**src/include/ftl_pkg.sv**
```systemverilog
package ftl_pkg;
    // register byte offsets
    localparam logic [3:0] OFS_CTRL     = 4'h0;
    localparam logic [3:0] OFS_STATUS   = 4'h4;
    localparam logic [3:0] OFS_TXDATA   = 4'h8;
    localparam logic [3:0] OFS_RXDATA   = 4'hc;
    // control field positions
    localparam int CTRL_RESET    = 0;
    localparam int CTRL_CONFIG   = 1;
    localparam int CTRL_HALF_DPX = 2;
    localparam int CTRL_LOOP_LO  = 3;
    localparam int CTRL_LOOP_HI  = 4;
    localparam int CTRL_PRE_LO   = 8;
    localparam int CTRL_PRE_HI   = 10;
    localparam int CTRL_GAP_LO   = 12;
    localparam int CTRL_GAP_HI   = 14;
    localparam int CTRL_TXEN_LO  = 16;
    localparam int CTRL_TXEN_HI  = 23;
    localparam int CTRL_RXEN_LO  = 24;
    localparam int CTRL_RXEN_HI  = 31;
    // txdata word fields
    localparam int TXD_START = 8;
    localparam int TXD_END   = 9;
    // reset value: full duplex, no loopback, all channels enabled
    localparam logic [31:0] CTRL_RESET_VAL = 32'hffff_0000;
    // limits
    localparam logic [8:0] MAX_OCTETS = 9'h12c;
    localparam logic [8:0] MIN_OCTETS = 9'h003;
    localparam logic [2:0] BIT_LAST   = 3'h7;
    localparam int CFG_BITS = 32;
    localparam logic [5:0] CFG_LAST = 6'h1f;
    typedef enum logic [2:0] {
        FTL_IDLE  = 3'b000,
        FTL_RESET = 3'b001,
        FTL_CFG   = 3'b010,
        FTL_WAIT  = 3'b011,
        FTL_DATA  = 3'b100,
        FTL_DONE  = 3'b101
    } ftl_tx_state_t;
endpackage

```
**src/design/ftl_rx.sv**
```systemverilog
`timescale 1ns/1ps
module ftl_rx (
    // clock and reset
    input  wire logic       i_sys_clk,
    input  wire logic       i_rst,
    // synchronised link
    input  wire logic       i_rxc_fall,
    input  wire logic       i_act,
    input  wire logic       i_rdf,
    input  wire logic       i_take,
    // results
    output logic [7:0]      o_octet,
    output logic            o_octet_valid,
    output logic            o_frame_done,
    output logic            o_frame_bad,
    output logic            o_fault
);
    logic [7:0] shreg, next_shreg;
    logic [2:0] cnt, next_cnt;
    logic       act_q, next_act_q;
    logic [7:0] octet, next_octet;
    logic       vld, next_vld, done, next_done, bad, next_bad, flt, next_flt;

    always_comb begin
        next_shreg = shreg;
        next_cnt   = cnt;
        next_act_q = i_act;
        next_octet = octet;
        next_vld   = vld & ~i_take;
        next_done  = done;
        next_bad   = bad;
        next_flt   = flt;
        if (i_act && !act_q) begin
            next_cnt  = 3'h0;
            next_done = 1'b0;
            next_bad  = 1'b0;
        end
        // msb first reassembly so the unit arrives unchanged
        if (i_act && i_rxc_fall) begin
            next_shreg = {shreg[6:0], i_rdf};
            next_cnt   = cnt + 3'h1;
            if (cnt == ftl_pkg::BIT_LAST) begin
                next_octet = {shreg[6:0], i_rdf};
                next_vld   = 1'b1;
            end
        end
        // partial octet at end of activity marks the frame malformed
        if (!i_act && act_q) begin
            next_done = 1'b1;
            next_bad  = (cnt != 3'h0);
        end
        // data line low while idle is taken as fault indication
        next_flt = !i_act && !i_rdf;
    end

    always_ff @(posedge i_sys_clk or posedge i_rst) begin
        if (i_rst) begin
            shreg <= 8'h00;
            cnt   <= 3'h0;
            act_q <= 1'b0;
            octet <= 8'h00;
            vld   <= 1'b0;
            done  <= 1'b0;
            bad   <= 1'b0;
            flt   <= 1'b0;
        end else begin
            shreg <= next_shreg;
            cnt   <= next_cnt;
            act_q <= next_act_q;
            octet <= next_octet;
            vld   <= next_vld;
            done  <= next_done;
            bad   <= next_bad;
            flt   <= next_flt;
        end
    end

    assign o_octet       = octet;
    assign o_octet_valid = vld;
    assign o_frame_done  = done;
    assign o_frame_bad   = bad;
    assign o_fault       = flt;
endmodule

```
**src/design/ftl_top.sv**
```systemverilog
`timescale 1ns/1ps
// Summary of operation
// - send whole octets, at most 300 per frame
// - octets and bits go most significant first
// - rebuild received octets unchanged, msb first
// - terminal can reset equipment at any time
// - configuration word shifted out to equipment
// - status report may follow configuration
// - loopback and channel enables steer routing; here request needs any tx enable or loopback, activity any rx enable
// - frame runs from start word to end word
// - seven interface signals, fixed directions
// - reset excludes configuration and transmission
// - data low for zero, sampled txc falling
// - request and clear idle low, data high
module ftl_top (
    // clock and reset
    input  wire logic        i_sys_clk,
    input  wire logic        i_rst,
    // avalon-mm slave
    input  wire logic [3:0]  i_avs_address,
    input  wire logic        i_avs_read,
    input  wire logic        i_avs_write,
    input  wire logic [31:0] i_avs_writedata,
    output logic [31:0]      o_avs_readdata,
    output logic             o_avs_waitrequest,
    // equipment link
    input  wire logic        i_transmit_clock,
    input  wire logic        i_clear_to_send,
    input  wire logic        i_receive_clock,
    input  wire logic        i_receive_activity,
    input  wire logic        i_receive_data_framing,
    output logic             o_request_to_send,
    output logic             o_transmit_data
);
    // two flop synchronisers, stage one read only by stage two
    logic [4:0] s1, s2;
    logic       txc_q, rxc_q;
    always_ff @(posedge i_sys_clk or posedge i_rst) begin
        if (i_rst) begin
            s1    <= 5'h01; // idle link levels, no false edge or frame after reset
            s2    <= 5'h01;
            txc_q <= 1'b0;
            rxc_q <= 1'b0;
        end else begin
            s1    <= {i_transmit_clock, i_clear_to_send, i_receive_clock,
                      i_receive_activity, i_receive_data_framing};
            s2    <= s1;
            txc_q <= s2[4];
            rxc_q <= s2[2];
        end
    end
    logic txc_fall, rxc_fall, cts;
    assign txc_fall = txc_q & ~s2[4];
    assign rxc_fall = rxc_q & ~s2[2];
    assign cts      = s2[3];

    // registers and transmit state
    logic [31:0] ctrl, next_ctrl;
    logic [9:0]  txw, next_txw;
    logic        txw_full, next_txw_full;
    ftl_pkg::ftl_tx_state_t st, next_st;
    logic [7:0]  sh, next_sh;
    logic [31:0] cfg_sh, next_cfg_sh;
    logic [5:0]  bitn, next_bitn;
    logic [8:0]  octs, next_octs;
    logic        rts, next_rts, txd, next_txd;
    logic        ovf, next_ovf;
    logic [31:0] rdata, next_rdata;
    logic        rtake, ack, next_ack;
    logic [7:0]  rx_octet;
    logic        rx_vld, rx_done, rx_bad, rx_flt;
    logic        acc;
    assign acc = i_avs_read | i_avs_write;

    always_comb begin
        next_ctrl     = ctrl;
        next_txw      = txw;
        next_txw_full = txw_full;
        next_st       = st;
        next_sh       = sh;
        next_cfg_sh   = cfg_sh;
        next_bitn     = bitn;
        next_octs     = octs;
        next_rts      = rts;
        next_txd      = txd;
        next_ovf      = ovf;
        next_rdata    = rdata;
        next_ack      = acc & ~ack;
        rtake         = 1'b0;
        if (i_avs_write && !ack) begin
            unique case (i_avs_address)
                ftl_pkg::OFS_CTRL:   next_ctrl = i_avs_writedata;
                ftl_pkg::OFS_TXDATA: begin
                    next_txw      = i_avs_writedata[9:0];
                    next_txw_full = 1'b1;
                end
                default: ;
            endcase
        end
        if (i_avs_read && !ack) begin
            unique case (i_avs_address)
                ftl_pkg::OFS_CTRL:   next_rdata = ctrl;
                ftl_pkg::OFS_STATUS: next_rdata = {22'h0, ovf, rx_flt, rx_bad,
                                                   rx_done, rx_vld, txw_full, st, rts};
                ftl_pkg::OFS_RXDATA: begin
                    next_rdata = {24'h0, rx_octet};
                    rtake      = 1'b1;
                end
                default: next_rdata = 32'h0;
            endcase
        end
        unique case (st)
            ftl_pkg::FTL_IDLE: begin
                next_rts = 1'b0;
                next_txd = 1'b1;
                if (ctrl[ftl_pkg::CTRL_RESET]) begin
                    next_st = ftl_pkg::FTL_RESET;
                end else if (ctrl[ftl_pkg::CTRL_CONFIG]) begin
                    next_cfg_sh = ctrl;
                    next_bitn   = 6'h0;
                    next_rts    = 1'b1;
                    next_st     = ftl_pkg::FTL_CFG;
                end else if (txw_full && txw[ftl_pkg::TXD_START]) begin
                    next_txw_full = 1'b0;
                    next_octs     = 9'h0;
                    next_ovf      = 1'b0;
                    next_rts      = 1'b1;
                    next_st       = ftl_pkg::FTL_WAIT;
                end else if (txw_full) begin
                    next_txw_full = 1'b0;
                end
            end
            // reset held on request low, data low, until software releases it
            ftl_pkg::FTL_RESET: begin
                next_rts = 1'b0;
                next_txd = 1'b0;
                if (!ctrl[ftl_pkg::CTRL_RESET]) begin
                    next_txd = 1'b1;
                    next_st  = ftl_pkg::FTL_IDLE;
                end
            end
            ftl_pkg::FTL_CFG: begin
                if (txc_fall && cts) begin
                    next_txd    = cfg_sh[ftl_pkg::CFG_BITS - 1];
                    next_cfg_sh = {cfg_sh[30:0], 1'b0};
                    next_bitn   = bitn + 6'h1;
                    if (bitn == ftl_pkg::CFG_LAST) begin
                        next_ctrl[ftl_pkg::CTRL_CONFIG] = 1'b0;
                        next_st = ftl_pkg::FTL_DONE;
                    end
                end
            end
            ftl_pkg::FTL_WAIT: begin
                if (txw_full && !txw[ftl_pkg::TXD_END] && cts) begin
                    next_sh       = txw[7:0];
                    next_txw_full = 1'b0;
                    next_bitn     = 6'h0;
                    next_st       = ftl_pkg::FTL_DATA;
                    if (octs == ftl_pkg::MAX_OCTETS) begin
                        next_ovf = 1'b1;
                        next_st  = ftl_pkg::FTL_WAIT;
                    end
                end else if (txw_full && txw[ftl_pkg::TXD_END]) begin
                    next_txw_full = 1'b0;
                    next_ovf = ovf | (octs < ftl_pkg::MIN_OCTETS);
                    next_st  = ftl_pkg::FTL_DONE;
                end
            end
            ftl_pkg::FTL_DATA: begin
                // bit changes only on equipment clock, data taken at its falling edge
                if (txc_fall) begin
                    next_txd  = sh[7];
                    next_sh   = {sh[6:0], 1'b0};
                    next_bitn = bitn + 6'h1;
                    if (bitn[2:0] == ftl_pkg::BIT_LAST) begin
                        next_octs = octs + 9'h1;
                        next_st   = ftl_pkg::FTL_WAIT;
                    end
                end
            end
            ftl_pkg::FTL_DONE: begin
                if (txc_fall) begin
                    next_rts = 1'b0;
                    next_txd = 1'b1;
                    next_st  = ftl_pkg::FTL_IDLE;
                end
            end
            default: next_st = ftl_pkg::FTL_IDLE;
        endcase
        // reset pre-empts any other service
        if (ctrl[ftl_pkg::CTRL_RESET] && st != ftl_pkg::FTL_RESET) begin
            next_st  = ftl_pkg::FTL_RESET;
            next_rts = 1'b0;
            next_txd = 1'b0;
        end
    end
    always_ff @(posedge i_sys_clk or posedge i_rst) begin
        if (i_rst) begin
            ctrl     <= ftl_pkg::CTRL_RESET_VAL;
            txw      <= 10'h0;
            txw_full <= 1'b0;
            st       <= ftl_pkg::FTL_IDLE;
            sh       <= 8'h00;
            cfg_sh   <= 32'h0;
            bitn     <= 6'h0;
            octs     <= 9'h0;
            rts      <= 1'b0;
            txd      <= 1'b1;
            ovf      <= 1'b0;
            rdata    <= 32'h0;
            ack      <= 1'b0;
        end else begin
            ctrl     <= next_ctrl;
            txw      <= next_txw;
            txw_full <= next_txw_full;
            st       <= next_st;
            sh       <= next_sh;
            cfg_sh   <= next_cfg_sh;
            bitn     <= next_bitn;
            octs     <= next_octs;
            rts      <= next_rts;
            txd      <= next_txd;
            ovf      <= next_ovf;
            rdata    <= next_rdata;
            ack      <= next_ack;
        end
    end

    // receive path open in every state, so a status report can follow configuration
    logic loop_on, rx_act, rx_dat;
    assign loop_on = ctrl[ftl_pkg::CTRL_LOOP_HI] | ctrl[ftl_pkg::CTRL_LOOP_LO];
    assign rx_act  = (|ctrl[ftl_pkg::CTRL_RXEN_HI:ftl_pkg::CTRL_RXEN_LO]) & s2[1];
    assign rx_dat  = s2[0];

    ftl_rx u_rx (
        .i_sys_clk     (i_sys_clk),
        .i_rst         (i_rst),
        .i_rxc_fall    (rxc_fall),
        .i_act         (rx_act),
        .i_rdf         (rx_dat),
        .i_take        (rtake),
        .o_octet       (rx_octet),
        .o_octet_valid (rx_vld),
        .o_frame_done  (rx_done),
        .o_frame_bad   (rx_bad),
        .o_fault       (rx_flt)
    );

    assign o_avs_waitrequest = acc & ~ack;
    assign o_avs_readdata    = rdata;
    // all transmit channels off keeps the medium quiet; loopback still runs
    assign o_request_to_send = rts & ((|ctrl[ftl_pkg::CTRL_TXEN_HI:ftl_pkg::CTRL_TXEN_LO])
                                      | loop_on);
    assign o_transmit_data   = txd;
endmodule

```
**config.mk**
```make
export PLATFORM = sky130hd
export DESIGN_NAME = ftl_top
export DESIGN_NICKNAME = d
export VERILOG_FILES = /design/src/include/ftl_pkg.sv /design/src/design/ftl_rx.sv /design/src/design/ftl_top.sv
export SDC_FILE = /design/constraint.sdc
export NUM_CORES = 1
export LEC_CHECK = 0
export BUFFER_PORTS_ARGS = -buffer_cell sky130_fd_sc_hd__buf_2
export CAP_MARGIN = 20
export CORE_MARGIN = 2
export CORE_UTILIZATION = 55
export DETAILED_ROUTE_END_ITERATION = 16
export PLACE_DENSITY = 0.75
export SYNTH_ARGS = -nofsm -noshare
export SYNTH_HDL_FRONTEND = slang
export SYNTH_SLANG_ARGS = --single-unit
```
**constraint.sdc**
```tcl
create_clock -name i_sys_clk -period 18.3 [get_ports i_sys_clk]
set_input_delay 3.66 -clock i_sys_clk [delete_from_list [all_inputs] [get_ports i_sys_clk]]
set_output_delay 3.66 -clock i_sys_clk [all_outputs]
set_load 0.05 [all_outputs]
```
==> results_dict.tcl, run 1 <==
set metrics [dict create \
    setup_slack_ns 10.42 \
    clock_latency_ns 0.43 \
    post_synth.cell_area_avg_sq_um 11.6 \
    clkTransAtPathRegs_ns 0.06 \
    io_buffers 79 \
    post_dp_cell_area_sq_mm 0.00804 \
    cts_buffers 17 \
    hold_buffers 0 \
    dr_total_vias 5279 \
    ir_drop_v 0.0000829 \
    gp_congestion 0.885 \
    hold_violations 0 \
    crit_arrival_ns 4.22 \
    synth_edf_count 0 \
    setup_viol 0 \
    cts_tree "yes" \
    synth_nets 704 \
    row_count 42 \
    cp-start-kind "input port" \
    post-route-period-util_pct 43.1 \
    grt_overflow_total 0 \
    path_max_fanout 3 \
    drcViolationCount 0 \
    die_x_um 121 \
    dp_slack_ns 10.42 \
    grt_max_degree 96 \
    fin_worst_skew_ns 0.00798 \
    synth_area_leader_cell "dfrtp_1" \
    die_height_um 121 \
    num_io_pins 80 \
    initial_core_util_pct 56.6 \
    die-area_sq_mm 0.0147 \
    synth_cells 650 \
    drv_cap 0 \
    cts_root_buffer "clkbuf_16" \
    grt_util_all_layers_pct 22.5 \
    wl_per_cell_um 17.1 \
    drt_iter0_drc 352 \
    power.density_mw_per_mm2 127 \
    slew_headroom_pct 36.2 \
    worstPathRequired_ns 14.64 \
    p_leak_uw 0.00398 \
    drt-pass1-iter-count 5 \
    max_freq_ghz 0.127 \
    antenna_cells 0 \
    grt_pass1_vias 5239 \
    synth_top_flop_cell "dfrtp_1" \
    design_area_sq_mm 0.00859 \
    cts.htree.levels 4 \
    netlist_area_sq_mm 0.00755 \
    synth_warnings 0 \
    grt_pass1_wl_um 25700 \
    synth_top_area_share_pct 50.4 \
    synthTopCellsByCount "152 x dfrtp_1, 81 x nand2_1, 67 x o21ai_0" \
    synth-seq-cells 171 \
    layout.nets 772 \
    tightestPinTransition_ns 0.958 \
    period_minus_slack_ns 7.88 \
    clockBufferDepth 2 \
    end_kind "output port" \
    setup_tns_ns 0 \
    critPathKind "in -> out" \
    yosysSeqAreaShare_pct 57.0 \
    viasPerCell 5.82 \
    synthTopCellsByArea "dfrtp_1 50%, mux2_2 8.2%, dfstp_2 6.6%" \
    dp_hpwl_um 10400 \
    areaGrowthSynthToFinish_pct 13.7 \
    antenna_found_initial 0 \
    post-synth-top-count-cell "dfrtp_1" \
    ys_types 57 \
    cts_num_sinks 171 \
    ant_nets 0 \
    maxSlewViolCount 0 \
    post_cts.repair.setup_buffers 0 \
    status "finished, final reports clean" \
    cts_resized 0 \
    core_area_sq_mm 0.0133 \
    hp-class "reg -> reg" \
    routed_wl_um 15500 \
    drive_gt1_share_pct 27.8 \
    rsz0062_at_grt "no" \
    synthArstFlopShare_pct 100 \
]
==> path summary, 6_finish.rpt <==
kind,start,to,slack (ns),cells past startpoint
worst max-delay path,i_avs_write,o_avs_waitrequest,10.42,4
worst min-delay path,s1[1],s2[1],0.34,0
worst max register to register,st[2],bitn[0],15.75,5
worst min register to register,s1[1],s2[1],0.34,0
max in group asynchronous,i_rst,u_rx.shreg[3],13.41,3
min in group asynchronous,i_rst,o_avs_readdata[13],3.40,2
==> layer usage <==
| layer | routed length, um | share of wire (%) | track usage (%) | vias up |
|---|---|---|---|---|
| met5 | 0 | 0 | 0 | - |
| met4 | 260 | 1.7 | 8.48 | 0 |
| met3 | 802 | 5.2 | 4.65 | 24 |
| met2 | 7350 | 47 | 34.8 | 132 |
| met1 | 7100 | 46 | 31.6 | 2656 |
| li1 | - | - | - | 2467 |
==> where the power goes <==
group	internal, uW	switching, uW	leakage (uW)	total [uW]
combinational	103	126	0.00152	229
clock	190	144	0.000267	334
sequential	459	71.6	0.00220	530
total	752	341	0.00398	1090
==> cell families (layout without fill, tap and decap cells) <==
logic type,Yosys count,in the layout,share of synthesized area (%)
AOI/OAI and AO/OA,150,150,12.9
adders and majority gates,9,9,1.49
and+or+nand+nor,168,168,10.8
DFF,171,171,57.0
buffers and inverters,49,130,3.03
muxes,103,103,14.8
==> critical path, cell delays in order <==
cell    delay, ns
buf_2        0.10
nor2_1       0.05
nor2_1       0.12
buf_2        0.29
==> flip-flops by register name, indices dropped and copies added, names as in the netlist, 6 cells and up <==
name and flops:
u_rx.o_octet 8, o_avs_readdata 32, sh 8, txw 10, u_rx.shreg 7, octs 9
ctrl 32, cfg_sh 31, bitn 6
==> through the flow <==
step / total power [uW] / utilization [%] / hold slack (ns) / cells
2_1_floorplan: 700 / - / 0.331 / 650
3_3_place_gp: 749 / 60.2 / 0.335 / 875
3_5_place_dp: 764 / 60.2 / 0.335 / 875
4_1_cts: 1100 / 64.3 / 0.348 / 907
5_1_grt: 1150 / 64.3 / 0.359 / 907
6_report: 1090 / 64.3 / 0.343 / 907
==> final cells by class <==
| class | count | area [sq um] |
|---|---|---|
| Tap cell | 176 | 220 |
| Clock buffer | 21 | 450 |
| Multi-Input combinational cell | 430 | 3030 |
| Fill cell | 1049 | 4760 |
| Sequential cell | 171 | 4300 |
| Clock inverter | 11 | 96.3 |
| Timing Repair Buffer | 84 | 433 |
| Inverter | 14 | 57.6 |
==> layout by cell type, fill, tap and decap left out, types with 9 or more instances in the layout <==
master	n
mux2i_1	44
o21ai_0	67
inv_1	12
a22o_1	29
a31oi_1	12
clkbuf_16	17
mux2_2	55
buf_2	79
o31ai_1	9
a21oi_1	12
nand2_1	81
dfstp_2	19
nand3_1	10
dfrtp_1	152
nor2_1	33
ha_1	9
(Power assumes the default switching activity.)
==> run 2: changes to the inputs <==
Settings changed: ABC_AREA set to 1.
Clock period 18.3 ns to 7.9 ns, I/O delays scaled along.
==> run 2 against run 1 <==
- flip-flop and latch count stayed put
- design area increased by 6.1%
- core utilization is 1.2 points lower
- critical path type unchanged
- largest cell class unchanged
- highest routed layer unchanged
==> results_dict.tcl, run 2 <==
set metrics [dict create \
    routed_wl_um 17900 \
    cpPeakStageDelay_ns 0.37 \
    synthTopCellsByCount "262 x nand2_1, 152 x dfrtp_1, 98 x inv_1" \
    ir_drop_v 0.000199 \
    cp-start-kind "input port" \
    clkTransAtPathRegs_ns 0.06 \
    cts_num_sinks 171 \
    gp_congestion 0.847 \
    synth-seq-cells 171 \
    path_max_fanout 43 \
    synth_edf_count 0 \
    ant_nets 0 \
    synth_nets 961 \
    p_switching_uw 1090 \
    setup_tns_ns 0 \
    synth_top_area_share_pct 47.2 \
    drt-pass1-iter-count 5 \
    clock_latency_ns 0.43 \
    antenna_found_initial 0 \
    core_area_sq_mm 0.0144 \
    grt_util_all_layers_pct 24.3 \
    max_freq_ghz 0.248 \
    areaGrowthSynthToFinish_pct 13.0 \
    end_kind "output port" \
    synth_top_flop_cell "dfrtp_1" \
    post-route-period-util_pct 51.0 \
    grt_pass1_vias 6149 \
    grt_max_degree 94 \
    setup_slack_ns 3.87 \
    drv_cap 0 \
    die_x_um 125 \
    cts_root_buffer "clkbuf_16" \
    row_count 44 \
    tightestPinTransition_ns 0.952 \
    rsz0062_at_grt "no" \
    yosysSeqAreaShare_pct 53.4 \
    maxSlewViolCount 0 \
    hold_violations 0 \
    synth_cells 907 \
    fin_worst_skew_ns 0.00977 \
    period_minus_slack_ns 4.03 \
    post_synth.cell_area_avg_sq_um 8.89 \
    final_common_cell "nand2_1" \
    pwr-share-clk_pct 29.0 \
    r2r_start "st[2]" \
    cts_resized 0 \
    dp_hpwl_um 11800 \
    post_cts.repair.setup_buffers 0 \
    cts.htree.levels 4 \
    clockBufferDepth 2 \
    die_height_um 125 \
    layout_common_cells "262 x nand2_1, 152 x dfrtp_1, 97 x inv_1, 81 x o21ai_0, 79 x buf_2" \
    p_sw_share_pct 37.2 \
    dp_slack_ns 3.88 \
    hp-class "reg -> reg" \
    synth_warnings 0 \
    cp-endpoint "o_avs_waitrequest" \
    path_cells "buf_2 -> nand2_1 -> buf_4 -> nand2_1 -> buf_2" \
    num_io_pins 80 \
    reg2reg_depth 7 \
    layout.nets 1026 \
    slowest_stage "buf_4" \
    cts_tree "yes" \
    cts_buffers 17 \
    drt_iter0_drc 522 \
    startpoint "i_avs_read" \
    synthTopCellsByArea "dfrtp_1 47%, nand2_1 12%, dfstp_2 6.2%" \
    ys_types 41 \
    r2r_slack_ns 5.60 \
    viasPerCell 5.33 \
    drcViolationCount 0 \
    synth_area_leader_cell "dfrtp_1" \
    drive_gt1_share_pct 19.7 \
    hold_buffers 0 \
    p_seq_share_pct 41.4 \
    reg2reg_to "cfg_sh[19]" \
    die-area_sq_mm 0.0156 \
    grt_pass1_wl_um 30700 \
    initial_core_util_pct 55.9 \
    io_buffers 79 \
    power.density_mw_per_mm2 320 \
    crit_arrival_ns 2.45 \
    antenna_cells 0 \
    netlist_area_sq_mm 0.00806 \
    slew_headroom_pct 36.5 \
    wl_per_cell_um 15.3 \
    comb_power_share_pct 29.6 \
    status "finished, final reports clean" \
    synthArstFlopShare_pct 100 \
    setup_viol 0 \
    n_fill_cell 1226 \
    worstPathRequired_ns 6.32 \
    dr_total_vias 6233 \
    p_leak_uw 0.00456 \
    post-synth-top-count-cell "nand2_1" \
    grt_overflow_total 0 \
    internal-power_uw 1830 \
    critPathKind "in -> out" \
    utilization_pct 63.2 \
]
-- run 2: final cells by class --
class | instances | area (sq um) | share of cell area (%)
multi-input combinational | 592 | 3110 | 34.2
tap | 184 | 230 | 2.53
clock buffer | 18 | 439 | 4.82
clock inverter | 14 | 161 | 1.77
timing repair buffer | 84 | 453 | 4.97
inverter | 106 | 413 | 4.53
sequential | 171 | 4300 | 47.2
-- run 2: worst min path at each step --
stage	slack, ns	cells after the start	start	endpoint
after CTS	0.35	0	s1[3]	s2[3]
after global routing	0.36	0	s1[1]	s2[1]
after detailed placement	0.33	0	s1[3]	s2[3]
after floorplan	0.33	0	s1[1]	s2[1]
after global placement	0.33	0	s1[3]	s2[3]
final	0.35	0	s1[3]	s2[3]
-- run 2: critical path: cells and delay by family --
family	cells	cell delay [ns]
simple gates	2	0.17
buf+inv	3	0.69
-- run 2: power by group through the flow --
stage | Combinational (uW) | Clock [uW] | Sequential, uW
6_report | 864 | 845 | 1210
5_1_grt | 984 | 890 | 1230
4_1_cts | 867 | 853 | 1210
3_5_place_dp | 857 | 0 | 1220
3_3_place_gp | 813 | 0 | 1220
2_1_floorplan | 725 | 0 | 1190
-- run 2: per-stage QoR --
stage | hold slack [ns] | power, uW | std cells | cell area [sq um]
floorplan | 0.331 | 1910 | 907 | 8060
global placement | 0.334 | 2030 | 1136 | 8480
detailed placement | 0.335 | 2080 | 1137 | 8510
CTS | 0.350 | 2930 | 1169 | 9110
global route | 0.358 | 3100 | 1169 | 9110
finish | 0.348 | 2920 | 1169 | 9110
-- run 2: metal layers --
metal / wire (um) / global-route usage (%)
met5: 0 / 0
met4: 228 / 6.47
met3: 740 / 5.35
met2: 8720 / 39.3
met1: 8230 / 33.7
-- run 2: cells by family (layout without fill, tap and decap cells) --
logic type | count (synthesis) | after routing | synth area share (%)
and+or+nand+nor | 391 | 391 | 21.9
DFF | 171 | 171 | 53.4
AOI/OAI and AO/OA | 166 | 166 | 11.9
buffers and inverters | 144 | 222 | 8.02
muxes | 19 | 19 | 2.65
adders and majority gates | 9 | 9 | 1.40
xor gates and xnor gates | 7 | 7 | 0.760
